File: src/iso_spi_host_regs.vh
// Register offsets, field positions and timing counts for the isolated SPI host controller.
`ifndef ISO_SPI_HOST_REGS_VH
`define ISO_SPI_HOST_REGS_VH
// ----------------------------------------
// Register offsets
// ----------------------------------------
`define REG_CTRL 4'h0
`define REG_STATUS 4'h1
`define REG_TXDATA 4'h2
`define REG_RXDATA 4'h3
`define REG_DIV 4'h4
// ----------------------------------------
// Control fields
// ----------------------------------------
`define CTRL_START 0
`define CTRL_SELECT 1
`define CTRL_AUX 2
`define CTRL_SHARED 3
`define CTRL_EXT_SEL 4
`define CTRL_RESET 8'h00
// ----------------------------------------
// Status fields
// ----------------------------------------
`define STAT_BUSY 0
`define STAT_ALIVE 1
`define STAT_FAULT 2
`define STAT_DONE 3
`define STAT_REFUSED 4
// ----------------------------------------
// Timing
// ----------------------------------------
`define LOW_RATE_MBPS 25
`define CLK_MHZ 100
`define LOW_RATE_CYCLES 8'h04
`define DIV_RESET 8'h04
`endif

File: src/iso_spi_host.v
// SPI master controller driving an isolating SPI buffer from its side-B pins.
//
// The register addresses and strobed register access were chosen for this implementation.
`timescale 1ns/10ps
`include "iso_spi_host_regs.vh"
// Contract
// - Low-rate channels toggle at most 25Mbps
// - Fast channels up to 200Mbps, skew bounded
// - Alive flags used only as slow status
// - Transfers start only after side A ready
// - Enable return data whenever any select asserted (code enables it only while CTRL_SHARED is set)
module iso_spi_host #(
   parameter WIDTH = 8
) (
   input wire core_clk,
   input wire rst_n,
   input wire [3:0] addr,
   input wire [7:0] wdata,
   input wire wr,
   input wire rd,
   output reg [7:0] rdata,
   output reg chip_select_input_pin_n,
   output reg sclk_pin,
   output reg sdi_pin,
   output reg aux_pin,
   output reg return_data_output_enable_n,
   input wire return_data_output_pin,
   input wire fault_output_pin_n,
   input wire side_a_alive_flag
);
// ----------------------------------------
// Input synchronisers
// ----------------------------------------
// Fault resets to its idle high level so status shows no false fault.
localparam [2:0] SYNC_IDLE = 3'b010;
wire [2:0] pin_in = {side_a_alive_flag, fault_output_pin_n, return_data_output_pin};
wire [2:0] pin_sync;
genvar i;
generate
   for (i = 0; i < 3; i = i + 1) begin : sync_bit
      reg stage1;
      reg stage2;
      always @(posedge core_clk or negedge rst_n) begin
         if (!rst_n) begin
            stage1 <= SYNC_IDLE[i];
            stage2 <= SYNC_IDLE[i];
         end else begin
            stage1 <= pin_in[i];
            stage2 <= stage1;
         end
      end
      assign pin_sync[i] = stage2;
   end
endgenerate
wire miso = pin_sync[0];
wire fault_n = pin_sync[1];
wire alive = pin_sync[2];
// ----------------------------------------
// Registers
// ----------------------------------------
reg [7:0] ctrl;
reg [7:0] div;
reg [WIDTH-1:0] txdata;
reg [WIDTH-1:0] shreg;
reg [WIDTH-1:0] rxdata;
reg done;
reg refused;
reg busy;
reg gap;
reg [7:0] cnt;
reg [7:0] bits;
reg phase;
reg [7:0] lr_cnt;
reg [7:0] status;
wire start = wr && addr == `REG_CTRL && wdata[`CTRL_START];
always @(posedge core_clk or negedge rst_n) begin
   if (!rst_n) begin
      ctrl <= `CTRL_RESET;
      div <= `DIV_RESET;
      txdata <= {WIDTH{1'b0}};
   end else begin
      if (wr && addr == `REG_CTRL) begin
         ctrl <= {wdata[7:1], 1'b0};
      end else if (wr && addr == `REG_TXDATA) begin
         txdata <= wdata[WIDTH-1:0];
      end else if (wr && addr == `REG_DIV) begin
         div <= (wdata < `LOW_RATE_CYCLES) ? `LOW_RATE_CYCLES : wdata;
      end
   end
end
// ----------------------------------------
// Status word and read data
// ----------------------------------------
always @* begin
   status = 8'h00;
   status[`STAT_BUSY] = busy;
   status[`STAT_ALIVE] = alive;
   status[`STAT_FAULT] = ~fault_n;
   status[`STAT_DONE] = done;
   status[`STAT_REFUSED] = refused;
end
always @(posedge core_clk or negedge rst_n) begin
   if (!rst_n) begin
      rdata <= 8'h00;
   end else if (!rd) begin
      rdata <= 8'h00;
   end else if (addr == `REG_CTRL) begin
      rdata <= ctrl;
   end else if (addr == `REG_STATUS) begin
      rdata <= status;
   end else if (addr == `REG_TXDATA) begin
      rdata <= txdata;
   end else if (addr == `REG_RXDATA) begin
      rdata <= rxdata;
   end else if (addr == `REG_DIV) begin
      rdata <= div;
   end else begin
      rdata <= 8'h00;
   end
end
// ----------------------------------------
// Sticky status flags
// ----------------------------------------
wire refuse_now = start && !busy && !alive;
wire done_now = busy && gap && cnt == 8'h00;
always @(posedge core_clk or negedge rst_n) begin
   if (!rst_n) begin
      done <= 1'b0;
      refused <= 1'b0;
   end else begin
      if (done_now) begin
         done <= 1'b1;
      end else if (wr && addr == `REG_STATUS && wdata[`STAT_DONE]) begin
         done <= 1'b0;
      end
      if (refuse_now) begin
         refused <= 1'b1;
      end else if (wr && addr == `REG_STATUS && wdata[`STAT_REFUSED]) begin
         refused <= 1'b0;
      end
   end
end
// ----------------------------------------
// Auxiliary level and return data enable
// ----------------------------------------
always @(posedge core_clk or negedge rst_n) begin
   if (!rst_n) begin
      aux_pin <= 1'b1;
      return_data_output_enable_n <= 1'b1;
      lr_cnt <= 8'h00;
   end else begin
      if (lr_cnt != 8'h00) begin
         lr_cnt <= lr_cnt - 8'h01;
      end
      if (lr_cnt == 8'h00 && aux_pin != ctrl[`CTRL_AUX]) begin
         aux_pin <= ctrl[`CTRL_AUX];
         lr_cnt <= `LOW_RATE_CYCLES;
      end
      return_data_output_enable_n <= ~(ctrl[`CTRL_SHARED] &
         (ctrl[`CTRL_EXT_SEL] | ~chip_select_input_pin_n));
   end
end
// ----------------------------------------
// Transfer engine
// ----------------------------------------
always @(posedge core_clk or negedge rst_n) begin
   if (!rst_n) begin
      busy <= 1'b0;
      gap <= 1'b0;
      cnt <= 8'h00;
      bits <= 8'h00;
      phase <= 1'b0;
      shreg <= {WIDTH{1'b0}};
      rxdata <= {WIDTH{1'b0}};
      sclk_pin <= 1'b0;
      sdi_pin <= 1'b0;
      chip_select_input_pin_n <= 1'b1;
   end else begin
      if (start && !busy) begin
         if (alive) begin
            busy <= 1'b1;
            gap <= 1'b0;
            chip_select_input_pin_n <= ~wdata[`CTRL_SELECT];
            shreg <= txdata;
            sdi_pin <= txdata[WIDTH-1];
            bits <= 8'h00;
            cnt <= div;
            phase <= 1'b0;
         end
      end else if (busy) begin
         if (cnt != 8'h00) begin
            cnt <= cnt - 8'h01;
         end else if (gap) begin
            gap <= 1'b0;
            busy <= 1'b0;
         end else begin
            cnt <= div;
            phase <= ~phase;
            if (!phase) begin
               sclk_pin <= 1'b1;
               shreg <= {shreg[WIDTH-2:0], miso};
            end else begin
               sclk_pin <= 1'b0;
               if (bits == WIDTH - 1) begin
                  // Chip select stays high for the low-rate spacing before busy drops.
                  gap <= 1'b1;
                  cnt <= `LOW_RATE_CYCLES;
                  rxdata <= shreg;
                  chip_select_input_pin_n <= 1'b1;
               end else begin
                  bits <= bits + 8'h01;
                  sdi_pin <= shreg[WIDTH-1];
               end
            end
         end
      end
   end
end
endmodule

File: config.mk
export PLATFORM = sky130hd
export DESIGN_NAME = iso_spi_host
export DESIGN_NICKNAME = d
export VERILOG_FILES = /design/src/iso_spi_host.v
export VERILOG_INCLUDE_DIRS = /design/src
export SDC_FILE = /design/constraint.sdc
export NUM_CORES = 1
export LEC_CHECK = 0
export BUFFER_PORTS_ARGS = -buffer_cell sky130_fd_sc_hd__buf_2
export CORE_ASPECT_RATIO = 0.5
export CORE_MARGIN = 4
export CORE_UTILIZATION = 60
export DETAILED_ROUTE_END_ITERATION = 16
export PLACE_DENSITY_LB_ADDON = 0.1
export SYNTH_ARGS = -nofsm -noshare
export SYNTH_HDL_FRONTEND = slang
export SYNTH_SLANG_ARGS = --single-unit
File: constraint.sdc
create_clock -name core_clk -period 2.5 [get_ports core_clk]
set_input_delay 0.375 -clock core_clk [delete_from_list [all_inputs] [get_ports core_clk]]
set_output_delay 0.375 -clock core_clk [all_outputs]
set_load 0.1 [all_outputs]
==> results of run 1 <==
[final cells by class]
class                           count  area [um^2]  share of cell area
Clock inverter                      7         73.8              0.0153
Multi-Input combinational cell    284         1950               0.404
Clock buffer                        9          225              0.0465
Inverter                           13         48.8              0.0101
Timing Repair Buffer               40          238              0.0491
Tap cell                           92          115              0.0238
Sequential cell                    87         2180               0.451
[power by group]
| group | internal (mW) | leakage [nW] | switching [mW] |
|---|---|---|---|
| clock network | 0.774 | 0.145 | 0.546 |
| logic | 0.410 | 0.975 | 0.680 |
| registers | 1.73 | 1.10 | 0.336 |
[per-stage QoR]
| step | cells | area, um^2 | setup slack (ns) |
|---|---|---|---|
| after floorplan | 402 | 4260 | 0.478 |
| after global placement | 516 | 4540 | 0.279 |
| after detailed placement | 516 | 4540 | 0.185 |
| after CTS | 532 | 4840 | 0.147 |
| after global routing | 532 | 4840 | 0.0845 |
| final | 532 | 4840 | 0.259 |
[worst max-delay path by stage]
stage	from	end	slack, ns	depth (start not counted)
after CTS	cnt[0]	cnt[2]	0.15	7
final	cnt[0]	sdi_pin	0.26	7
after detailed placement	cnt[0]	cnt[2]	0.18	7
after global routing	cnt[0]	sdi_pin	0.08	7
after global placement	cnt[0]	cnt[2]	0.28	7
after floorplan	bits[4]	rxdata[0]	0.48	4
[cell usage after synthesis (3+ instances only)]
master	n
or3_1	3
nor2b_1	5
o21a_1	4
a22o_1	4
a22oi_1	5
dfrtp_1	81
mux2_4	8
nor3_2	3
ha_1	4
mux2i_1	9
nand2_1	35
o211ai_1	3
o31ai_1	3
nor2_1	26
nand3_1	10
mux2_2	20
o21ai_1	20
a31oi_1	9
and2_1	3
clkbuf_1	13
a21o_1	4
inv_1	12
nor3_1	10
and3_1	3
buf_2	4
dfstp_2	6
nand4_1	5
nor4_1	5
o21ai_0	17
a21oi_1	27
[what timing repair did]
item	CTS	global route
setup endpoints to repair	0	2
hold buffers	0	0
gates resized for setup	0	1
setup buffers	0	0
[worst max-delay path: cells and delay by family, from the launching register on]
| kind | cells | cell delay (ns) |
|---|---|---|
| multiplexers | 1 | 0.35 |
| flip-flops | 1 | 0.41 |
| AO/OA/AOI/OAI | 1 | 0.09 |
| adder cells (fa/ha/maj) | 1 | 0.18 |
| AND/OR/NAND/NOR | 3 | 1.00 |
| buffers and inverters | 1 | 0.11 |
[registers in the layout, summed over array words and instances, names as in the netlist, 3 cells and up]
signal           cells
shreg                8
rdata                8
sync_bit.stage1      3
div                  8
rxdata               8
lr_cnt               8
cnt                  8
ctrl                 7
bits                 8
txdata               8
[kinds of logic after synthesis]
logic type               Yosys count
buffers and inverters             31
XOR/XNOR                           2
AO/OA/AOI/OAI                    113
flip-flops                        87
multiplexers                      38
adder cells (fa/ha/maj)            4
AND/OR/NAND/NOR                  127
[layer usage]
layer	wire, um	track usage
met2	4570	0.395
met1	4380	0.335
met3	660	0.0782
met5	0	0
met4	113	0.0789
==> results.json, run 1 <==
{
  "status": "finished clean",
  "final_cell_mix": "dfrtp_1, nand2_1, buf_2",
  "cp_slowest_stage_delay_ns": 0.41,
  "skew_ns": 0.00837,
  "synth_top_family_by_area": "simple AND/OR/NAND/NOR gates",
  "numCtsBuffers": 9,
  "critPathMaxFanout": 10,
  "holdWs_ns": 0.0428,
  "critPathRequiredTime_ns": 2.72,
  "vdd_drop_max_v": 0.000485,
  "grt_usage": 0.250,
  "worst_pin_slew_ns": 0.564,
  "nets": 458,
  "ys.flop_type": "dfrtp_1",
  "cp_cell_sequence": "inv_1 > ha_1 > nor4b_4 > nand3_2 > nor2_1 > a41oi_2 > mux2_1",
  "fin_crit_sh": 0.897,
  "vias_per_cell": 6.27,
  "antennaDiodeCount": 0,
  "ctsHtreeMaxLevel": 3,
  "rr_worst_depth": 7,
  "cts_root_buf": "clkbuf_16",
  "reg2reg_slack_ns": 0.26,
  "cap_violations": 0,
  "ant_nets": 0,
  "wl_um": 9720,
  "ys_types": 64,
  "drt-pass1-iter-count": 5,
  "dp_hpwl_um": 6980,
  "synth_seq_cells": 87,
  "reg2reg_to": "sdi_pin",
  "die_y_um": 67.6,
  "cts_tree": "built",
  "p_leak_nw": 2.22,
  "coreArea_um2": 6780,
  "synth_fa_ha_area_frac": 0.0118,
  "antenna_found_initial": 0,
  "rows": 21,
  "wl_per_cell_um": 18.3,
  "synth.net_count": 425,
  "grt_start_max_net_pins": 88,
  "ys_warn_count": 0,
  "dieArea_um2": 8590,
  "grt_pass1_wl_um": 16300,
  "grt_pass1_vias": 3228,
  "maxSlewViolCount": 0,
  "synth-simple-area-share": 0.171,
  "clock_path_buffers": 2,
  "end_kind": "flop",
  "port_buffers": 31,
  "fmax_ghz": 0.446,
  "rsz0062_at_grt": "false",
  "fill_cells": 523,
  "synth_mux_area_frac": 0.105,
  "drive_above_1_share": 0.243,
  "ios": 32,
  "synth_compound_area_frac": 0.167,
  "synth-edff-count": 0,
  "crit_slowest_cell": "dfrtp_1",
  "vias": 3333,
  "drtIter0Drc": 314,
  "synth_area_leaders": "dfrtp_1, mux2_2, dfstp_2",
  "fin_util": 0.714,
  "finalPower_mw": 4.47,
  "areaGrowthSynthToFinish_pct": 13.7,
  "worstSkewPairLatency_ns": 0.34,
  "hold_viol": 0,
  "place_congestion": 0.920,
  "powerDensity_nw_per_um2": 924,
  "r2r_start": "cnt[0]",
  "hp-class": "input pin to async pin",
  "yosysTopAreaCellShare": 0.476,
  "clock-sinks": 87,
  "min_period_ns": 2.24,
  "initial_core_util": 0.628,
  "die_width_um": 127,
  "slew_headroom": 0.623,
  "synth_area_um2": 4260,
  "finalSetupTns_ns": 0,
  "final_common_cell": "dfrtp_1",
  "path_class": "flop to flop",
  "gr-total-overflow": 0,
  "synth_top_area_cell": "dfrtp_1",
  "synth_cells": 402,
  "arrival_ns": 2.46,
  "setup_violations": 0,
  "start_kind": "flop",
  "synth_xor_area_frac": 0.00411,
  "clkTransAtPathRegs_ns": 0.06,
  "drc": 0,
  "async_flop_share": 1.00,
  "syn_area_per_cell_um2": 10.6,
  "ys_seq_area_frac": 0.513
}
Power figures use the tool's default switching activity.
==> inputs of run 2 (changes only) <==
--- a/config.mk
+++ b/config.mk
@@ -7,7 +7,7 @@
 export NUM_CORES = 1
 export LEC_CHECK = 0
 export BUFFER_PORTS_ARGS = -buffer_cell sky130_fd_sc_hd__buf_2
-export CORE_ASPECT_RATIO = 0.5
+export CORE_ASPECT_RATIO = 0.75
 export CORE_MARGIN = 4
 export CORE_UTILIZATION = 60
 export DETAILED_ROUTE_END_ITERATION = 16
@@ -15,3 +15,4 @@
 export SYNTH_ARGS = -nofsm -noshare
 export SYNTH_HDL_FRONTEND = slang
 export SYNTH_SLANG_ARGS = --single-unit
+export TNS_END_PERCENT = 10
==> run 2 against run 1 <==
Net effect:
- sequential cell count unchanged
- via count decreased by 2.1%
- non-clock buffer count unchanged
- setup slack got worse by 0.056 ns
- final cell count increased by 1.1%
- first-iteration DRC count decreased by 22%
- power decreased by 4.4%
- register-to-register slack got worse by 0.06 ns
- sequential share of layout area increased by 0.70 points
- core utilization decreased by 2.0 points
- highest routed layer unchanged
==> results.json, run 2 (synthesized netlist as in run 1, its figures left out) <==
{
  "vdd_drop_max_v": 0.000504,
  "grt_usage": 0.248,
  "start_kind": "flop",
  "clock_path_buffers": 2,
  "antenna_found_initial": 0,
  "coreArea_um2": 6860,
  "cts_setup_buffers": 0,
  "setup_violations": 0,
  "die_y_um": 81.0,
  "drive_above_1_share": 0.243,
  "p_leak_nw": 2.18,
  "nets": 458,
  "drc": 0,
  "rsz0062_at_grt": "false",
  "clock-sinks": 87,
  "holdWs_ns": 0.0972,
  "reg2reg_slack_ns": 0.20,
  "slew_headroom": 0.397,
  "drtIter0Drc": 245,
  "finalPower_mw": 4.27,
  "ctsHtreeMaxLevel": 3,
  "placedInstanceArea_um2": 4530,
  "ios": 32,
  "dp_hpwl_um": 7120,
  "worst_pin_slew_ns": 0.904,
  "fin_area_um2": 4770,
  "die_width_um": 105,
  "internal_power_mw": 2.72,
  "place_ws_ns": 0.179,
  "wl_um": 9830,
  "areaGrowthSynthToFinish_pct": 11.9,
  "r2r_start": "cnt[0]",
  "cts_tree": "built",
  "fill_cells": 529,
  "end_kind": "flop",
  "wl_per_cell_um": 18.3,
  "clockPowerShare": 0.259,
  "ant_nets": 0,
  "dieArea_um2": 8520,
  "cap_violations": 0,
  "port_buffers": 31,
  "arrival_ns": 2.54,
  "drt-pass1-iter-count": 5,
  "min_period_ns": 2.30,
  "worstSkewPairLatency_ns": 0.36,
  "hp-class": "input pin to flop",
  "vias_per_cell": 6.07,
  "clkTransAtPathRegs_ns": 0.09,
  "rr_worst_depth": 7,
  "powerDensity_nw_per_um2": 897,
  "grt_pass1_vias": 3195,
  "numCtsBuffers": 9,
  "netSwitchingPower_mw": 1.55,
  "critPathRequiredTime_ns": 2.74,
  "maxSlewViolCount": 0,
  "fmax_ghz": 0.435,
  "setup_ws_ns": 0.203,
  "finalSetupTns_ns": 0,
  "path_class": "flop to flop",
  "rows": 26,
  "initial_core_util": 0.620,
  "grt_pass1_wl_um": 16200,
  "critPathMaxFanout": 10,
  "cts_resized": 0,
  "vias": 3264,
  "final_cell_mix": "dfrtp_1, nand2_1, buf_2",
  "fin_util": 0.694,
  "p_comb_frac": 0.255,
  "seq_power_share": 0.486,
  "skew_ns": 0.00866,
  "fin_crit_sh": 0.919,
  "reg2reg_to": "sdi_pin",
  "hold_buffers": 0,
  "grt_start_max_net_pins": 74,
  "crit_end": "sdi_pin",
  "antennaDiodeCount": 0,
  "hold_viol": 0,
  "dpl.cell_count": 522,
  "stdcell_count": 538,
  "gr-total-overflow": 0,
  "netSwitchingFraction": 0.362,
  "cts_root_buf": "clkbuf_8",
  "place_congestion": 0.948,
  "final_common_cell": "dfrtp_1",
  "status": "finished clean",
  "critPathLaunch": "cnt[0]"
}
==> run 2: cell types whose count changed in the layout (fill, tap and decap cells not counted), sizes merged <==
cell,previous run,this run
clkinv,5,1
bufinv,1,2
clkbuf,9,10
clkinvlp,1,2
inv,13,14
==> run 2: metal layers <==
| layer | vias up | wire [um] | GRT usage | part of all wire |
|---|---|---|---|---|
| met3 | 25 | 646 | 0.0763 | 0.066 |
| met1 | 1591 | 4420 | 0.340 | 0.45 |
| met4 | 0 | 233 | 0.0760 | 0.024 |
| met5 | - | 0 | 0 | 0 |
| li1 | 1541 | - | - | - |
| met2 | 107 | 4530 | 0.384 | 0.46 |
==> run 2: worst min path at each step <==
stage / startpoint / to / cells past startpoint
2_1_floorplan: rst_n / alive / 0
3_3_place_gp: sync_bit[2].stage1 / alive / 0
3_5_place_dp: sync_bit[0].stage1 / miso / 0
4_1_cts: fault_output_pin_n / sync_bit[1].stage1 / 1
5_1_grt: fault_output_pin_n / sync_bit[1].stage1 / 1
6_report: fault_output_pin_n / sync_bit[1].stage1 / 1
==> run 2: area by class of cell <==
class,instances,area [um^2],area share
sequential,87,2180,0.458
clock buffer,10,138,0.0289
timing repair buffer,40,225,0.0473
tap,98,123,0.0257
multi-input combinational,284,1950,0.410
inverter,13,48.8,0.0102
clock inverter,6,92.6,0.0194
==> run 2: power by group through the flow <==
| stage | Clock [mW] | Sequential [mW] | Combinational, mW |
|---|---|---|---|
| 6_report | 1.11 | 2.08 | 1.09 |
| 5_1_grt | 1.19 | 2.12 | 1.20 |
| 4_1_cts | 1.13 | 2.07 | 1.09 |
| 3_5_place_dp | 0 | 2.09 | 1.09 |
| 3_3_place_gp | 0 | 2.08 | 1.04 |
| 2_1_floorplan | 0 | 2.14 | 0.696 |
==> run 2: worst max-delay path, stage by stage, from the launching register on <==
cell and delay [ns]:
dfrtp_1 0.41, inv_1 0.14, ha_1 0.21, nor4b_4 0.38
nand3_2 0.34, nor2_1 0.28, a41oi_2 0.08, mux2_1 0.34
==> inputs of run 3 (changes only) <==
--- a/config.mk
+++ b/config.mk
@@ -11,7 +11,7 @@
 export CORE_MARGIN = 4
 export CORE_UTILIZATION = 60
 export DETAILED_ROUTE_END_ITERATION = 16
-export PLACE_DENSITY_LB_ADDON = 0.1
+export PLACE_DENSITY = 0.91
 export SYNTH_ARGS = -nofsm -noshare
 export SYNTH_HDL_FRONTEND = slang
 export SYNTH_SLANG_ARGS = --single-unit
==> run 3 against run 2 <==
Net effect:
- the flow now finishes with violations (negative hold slack)
- critical path depth stayed put
- sequential power hardly changed
- highest routed layer unchanged
- die area stayed put
- clock-buffer cell count is 1 lower
- core utilization is 0.073 points lower
- largest cell class unchanged
- routed wire length is 1.5% higher
- global-route usage is 0.43 points higher
- final cell count is 0.19% higher
- sequential cell count stayed put
- combinational power hardly changed
- critical endpoint is now bits[7]
- first-iteration DRC count is 15% lower
==> results.json, run 3 (synthesized netlist as in run 1, its figures left out) <==
{
  "cts_setup_buffers": 0,
  "clock_path_buffers": 2,
  "seq_area_um2": 2180,
  "die_y_um": 81.0,
  "grt_pass1_wl_um": 16900,
  "rows": 26,
  "antennaDiodeCount": 0,
  "fill_cells": 513,
  "setup_ws_ns": 0.222,
  "multi_input_area_um2": 1950,
  "slew_headroom": 0.606,
  "worstSkewPairLatency_ns": 0.36,
  "antenna_found_initial": 0,
  "cts_tree": "built",
  "min_period_ns": 2.28,
  "clock-sinks": 87,
  "status": "finished, violations left",
  "grt_pass1_vias": 3375,
  "port_buffers": 31,
  "start_kind": "flop",
  "place_ws_ns": 0.230,
  "finalSetupTns_ns": 0,
  "wl_per_cell_um": 18.5,
  "cap_violations": 0,
  "vias": 3371,
  "setup_violations": 0,
  "clkTransAtPathRegs_ns": 0.09,
  "vias_per_cell": 6.25,
  "coreArea_um2": 6860,
  "hp-class": "input pin to async pin",
  "ant_nets": 0,
  "skew_ns": 0.0132,
  "critPathRequiredTime_ns": 2.76,
  "die_width_um": 105,
  "nets": 459,
  "holdWs_ns": -0.0160,
  "drtIter0Drc": 208,
  "drive_above_1_share": 0.245,
  "numCtsBuffers": 9,
  "final_common_cell": "dfrtp_1",
  "hold_buffers": 0,
  "fmax_ghz": 0.439,
  "p_leak_nw": 2.17,
  "hold_viol": 18,
  "gr-total-overflow": 0,
  "ctsHtreeMaxLevel": 3,
  "critPathMaxFanout": 10,
  "vdd_drop_max_v": 0.000469,
  "ios": 32,
  "wl_um": 9980,
  "areaGrowthSynthToFinish_pct": 11.8,
  "worst_pin_slew_ns": 0.590,
  "cts_root_buf": "clkbuf_8",
  "end_kind": "flop",
  "dp_hpwl_um": 7070,
  "drc": 0,
  "rsz0062_at_grt": "false",
  "dieArea_um2": 8520,
  "maxSlewViolCount": 0,
  "place_congestion": 0.969,
  "powerDensity_nw_per_um2": 877,
  "grt_usage": 0.252,
  "arrival_ns": 2.54,
  "drt-pass1-iter-count": 7,
  "final_cell_mix": "dfrtp_1, nand2_1, buf_2",
  "fin_crit_sh": 0.911,
  "violations": "negative hold slack",
  "cts_resized": 0,
  "path_class": "flop to flop",
  "initial_core_util": 0.620,
  "grt_start_max_net_pins": 43
}
==> run 3: cell types whose count changed in the layout (fill, tap and decap cells not counted) <==
cell	before	now
clkinvlp_4	2	3
buf_12	0	1
clkbuf_8	10	9
bufinv_16	2	1
inv_8	0	1
==> run 3: final timing paths <==
kind / from / slack (ns) / end / cells after the start
max reg2reg: cnt[1] / 0.22 / bits[7] / 7
min: rst_n / -0.02 / cnt[7] / 1
min in group core_clk: fault_output_pin_n / 0.10 / sync_bit[1].stage1 / 1
min reg2reg: sync_bit[2].stage1 / 0.35 / alive / 0
max: cnt[1] / 0.22 / bits[7] / 7
max in group asynchronous: rst_n / 1.86 / chip_select_input_pin_n / 2
==> run 3: critical path: stages (launching register included) <==
cell	delay (ns)
dfrtp_1	0.40
inv_1	0.11
ha_1	0.18
nor4b_4	0.39
nand3_2	0.35
nor4_1	0.48
o211ai_1	0.15
o21a_1	0.12
==> run 3: cell type report <==
class | instances | area share
Sequential cell | 87 | 0.459
Multi-Input combinational cell | 284 | 0.411
Timing Repair Buffer | 41 | 0.0515
Clock buffer | 9 | 0.0260
Tap cell | 98 | 0.0258
Clock inverter | 7 | 0.0171
Inverter | 13 | 0.0102
==> run 3: through the flow <==
step / hold slack, ns / cells / power (mW) / util / instance area (um^2)
finish: -0.0160 / 539 / 4.17 / 0.694 / 4760
global route: 0.0180 / 539 / 4.41 / 0.694 / 4760
CTS: 0.00383 / 539 / 4.17 / 0.693 / 4760
detailed placement: 0.335 / 523 / 3.15 / 0.663 / 4550
global placement: 0.334 / 523 / 3.11 / 0.663 / 4550
floorplan: 0.0794 / 402 / 2.84 / - / 4260
==> run 3: metal layers <==
| layer | share of wire | wire (um) | up-vias | global-route usage |
|---|---|---|---|---|
| li1 | - | - | 1533 | - |
| met1 | 0.43 | 4310 | 1664 | 0.339 |
| met2 | 0.48 | 4750 | 153 | 0.415 |
| met3 | 0.073 | 732 | 21 | 0.0612 |
| met4 | 0.018 | 176 | 0 | 0.0682 |
| met5 | 0 | 0 | - | 0 |
==> run 3: power breakdown <==
group,total (mW),switching [mW],internal (mW)
sequential,2.07,0.351,1.72
combinational,1.09,0.683,0.411
clock,1.01,0.533,0.473
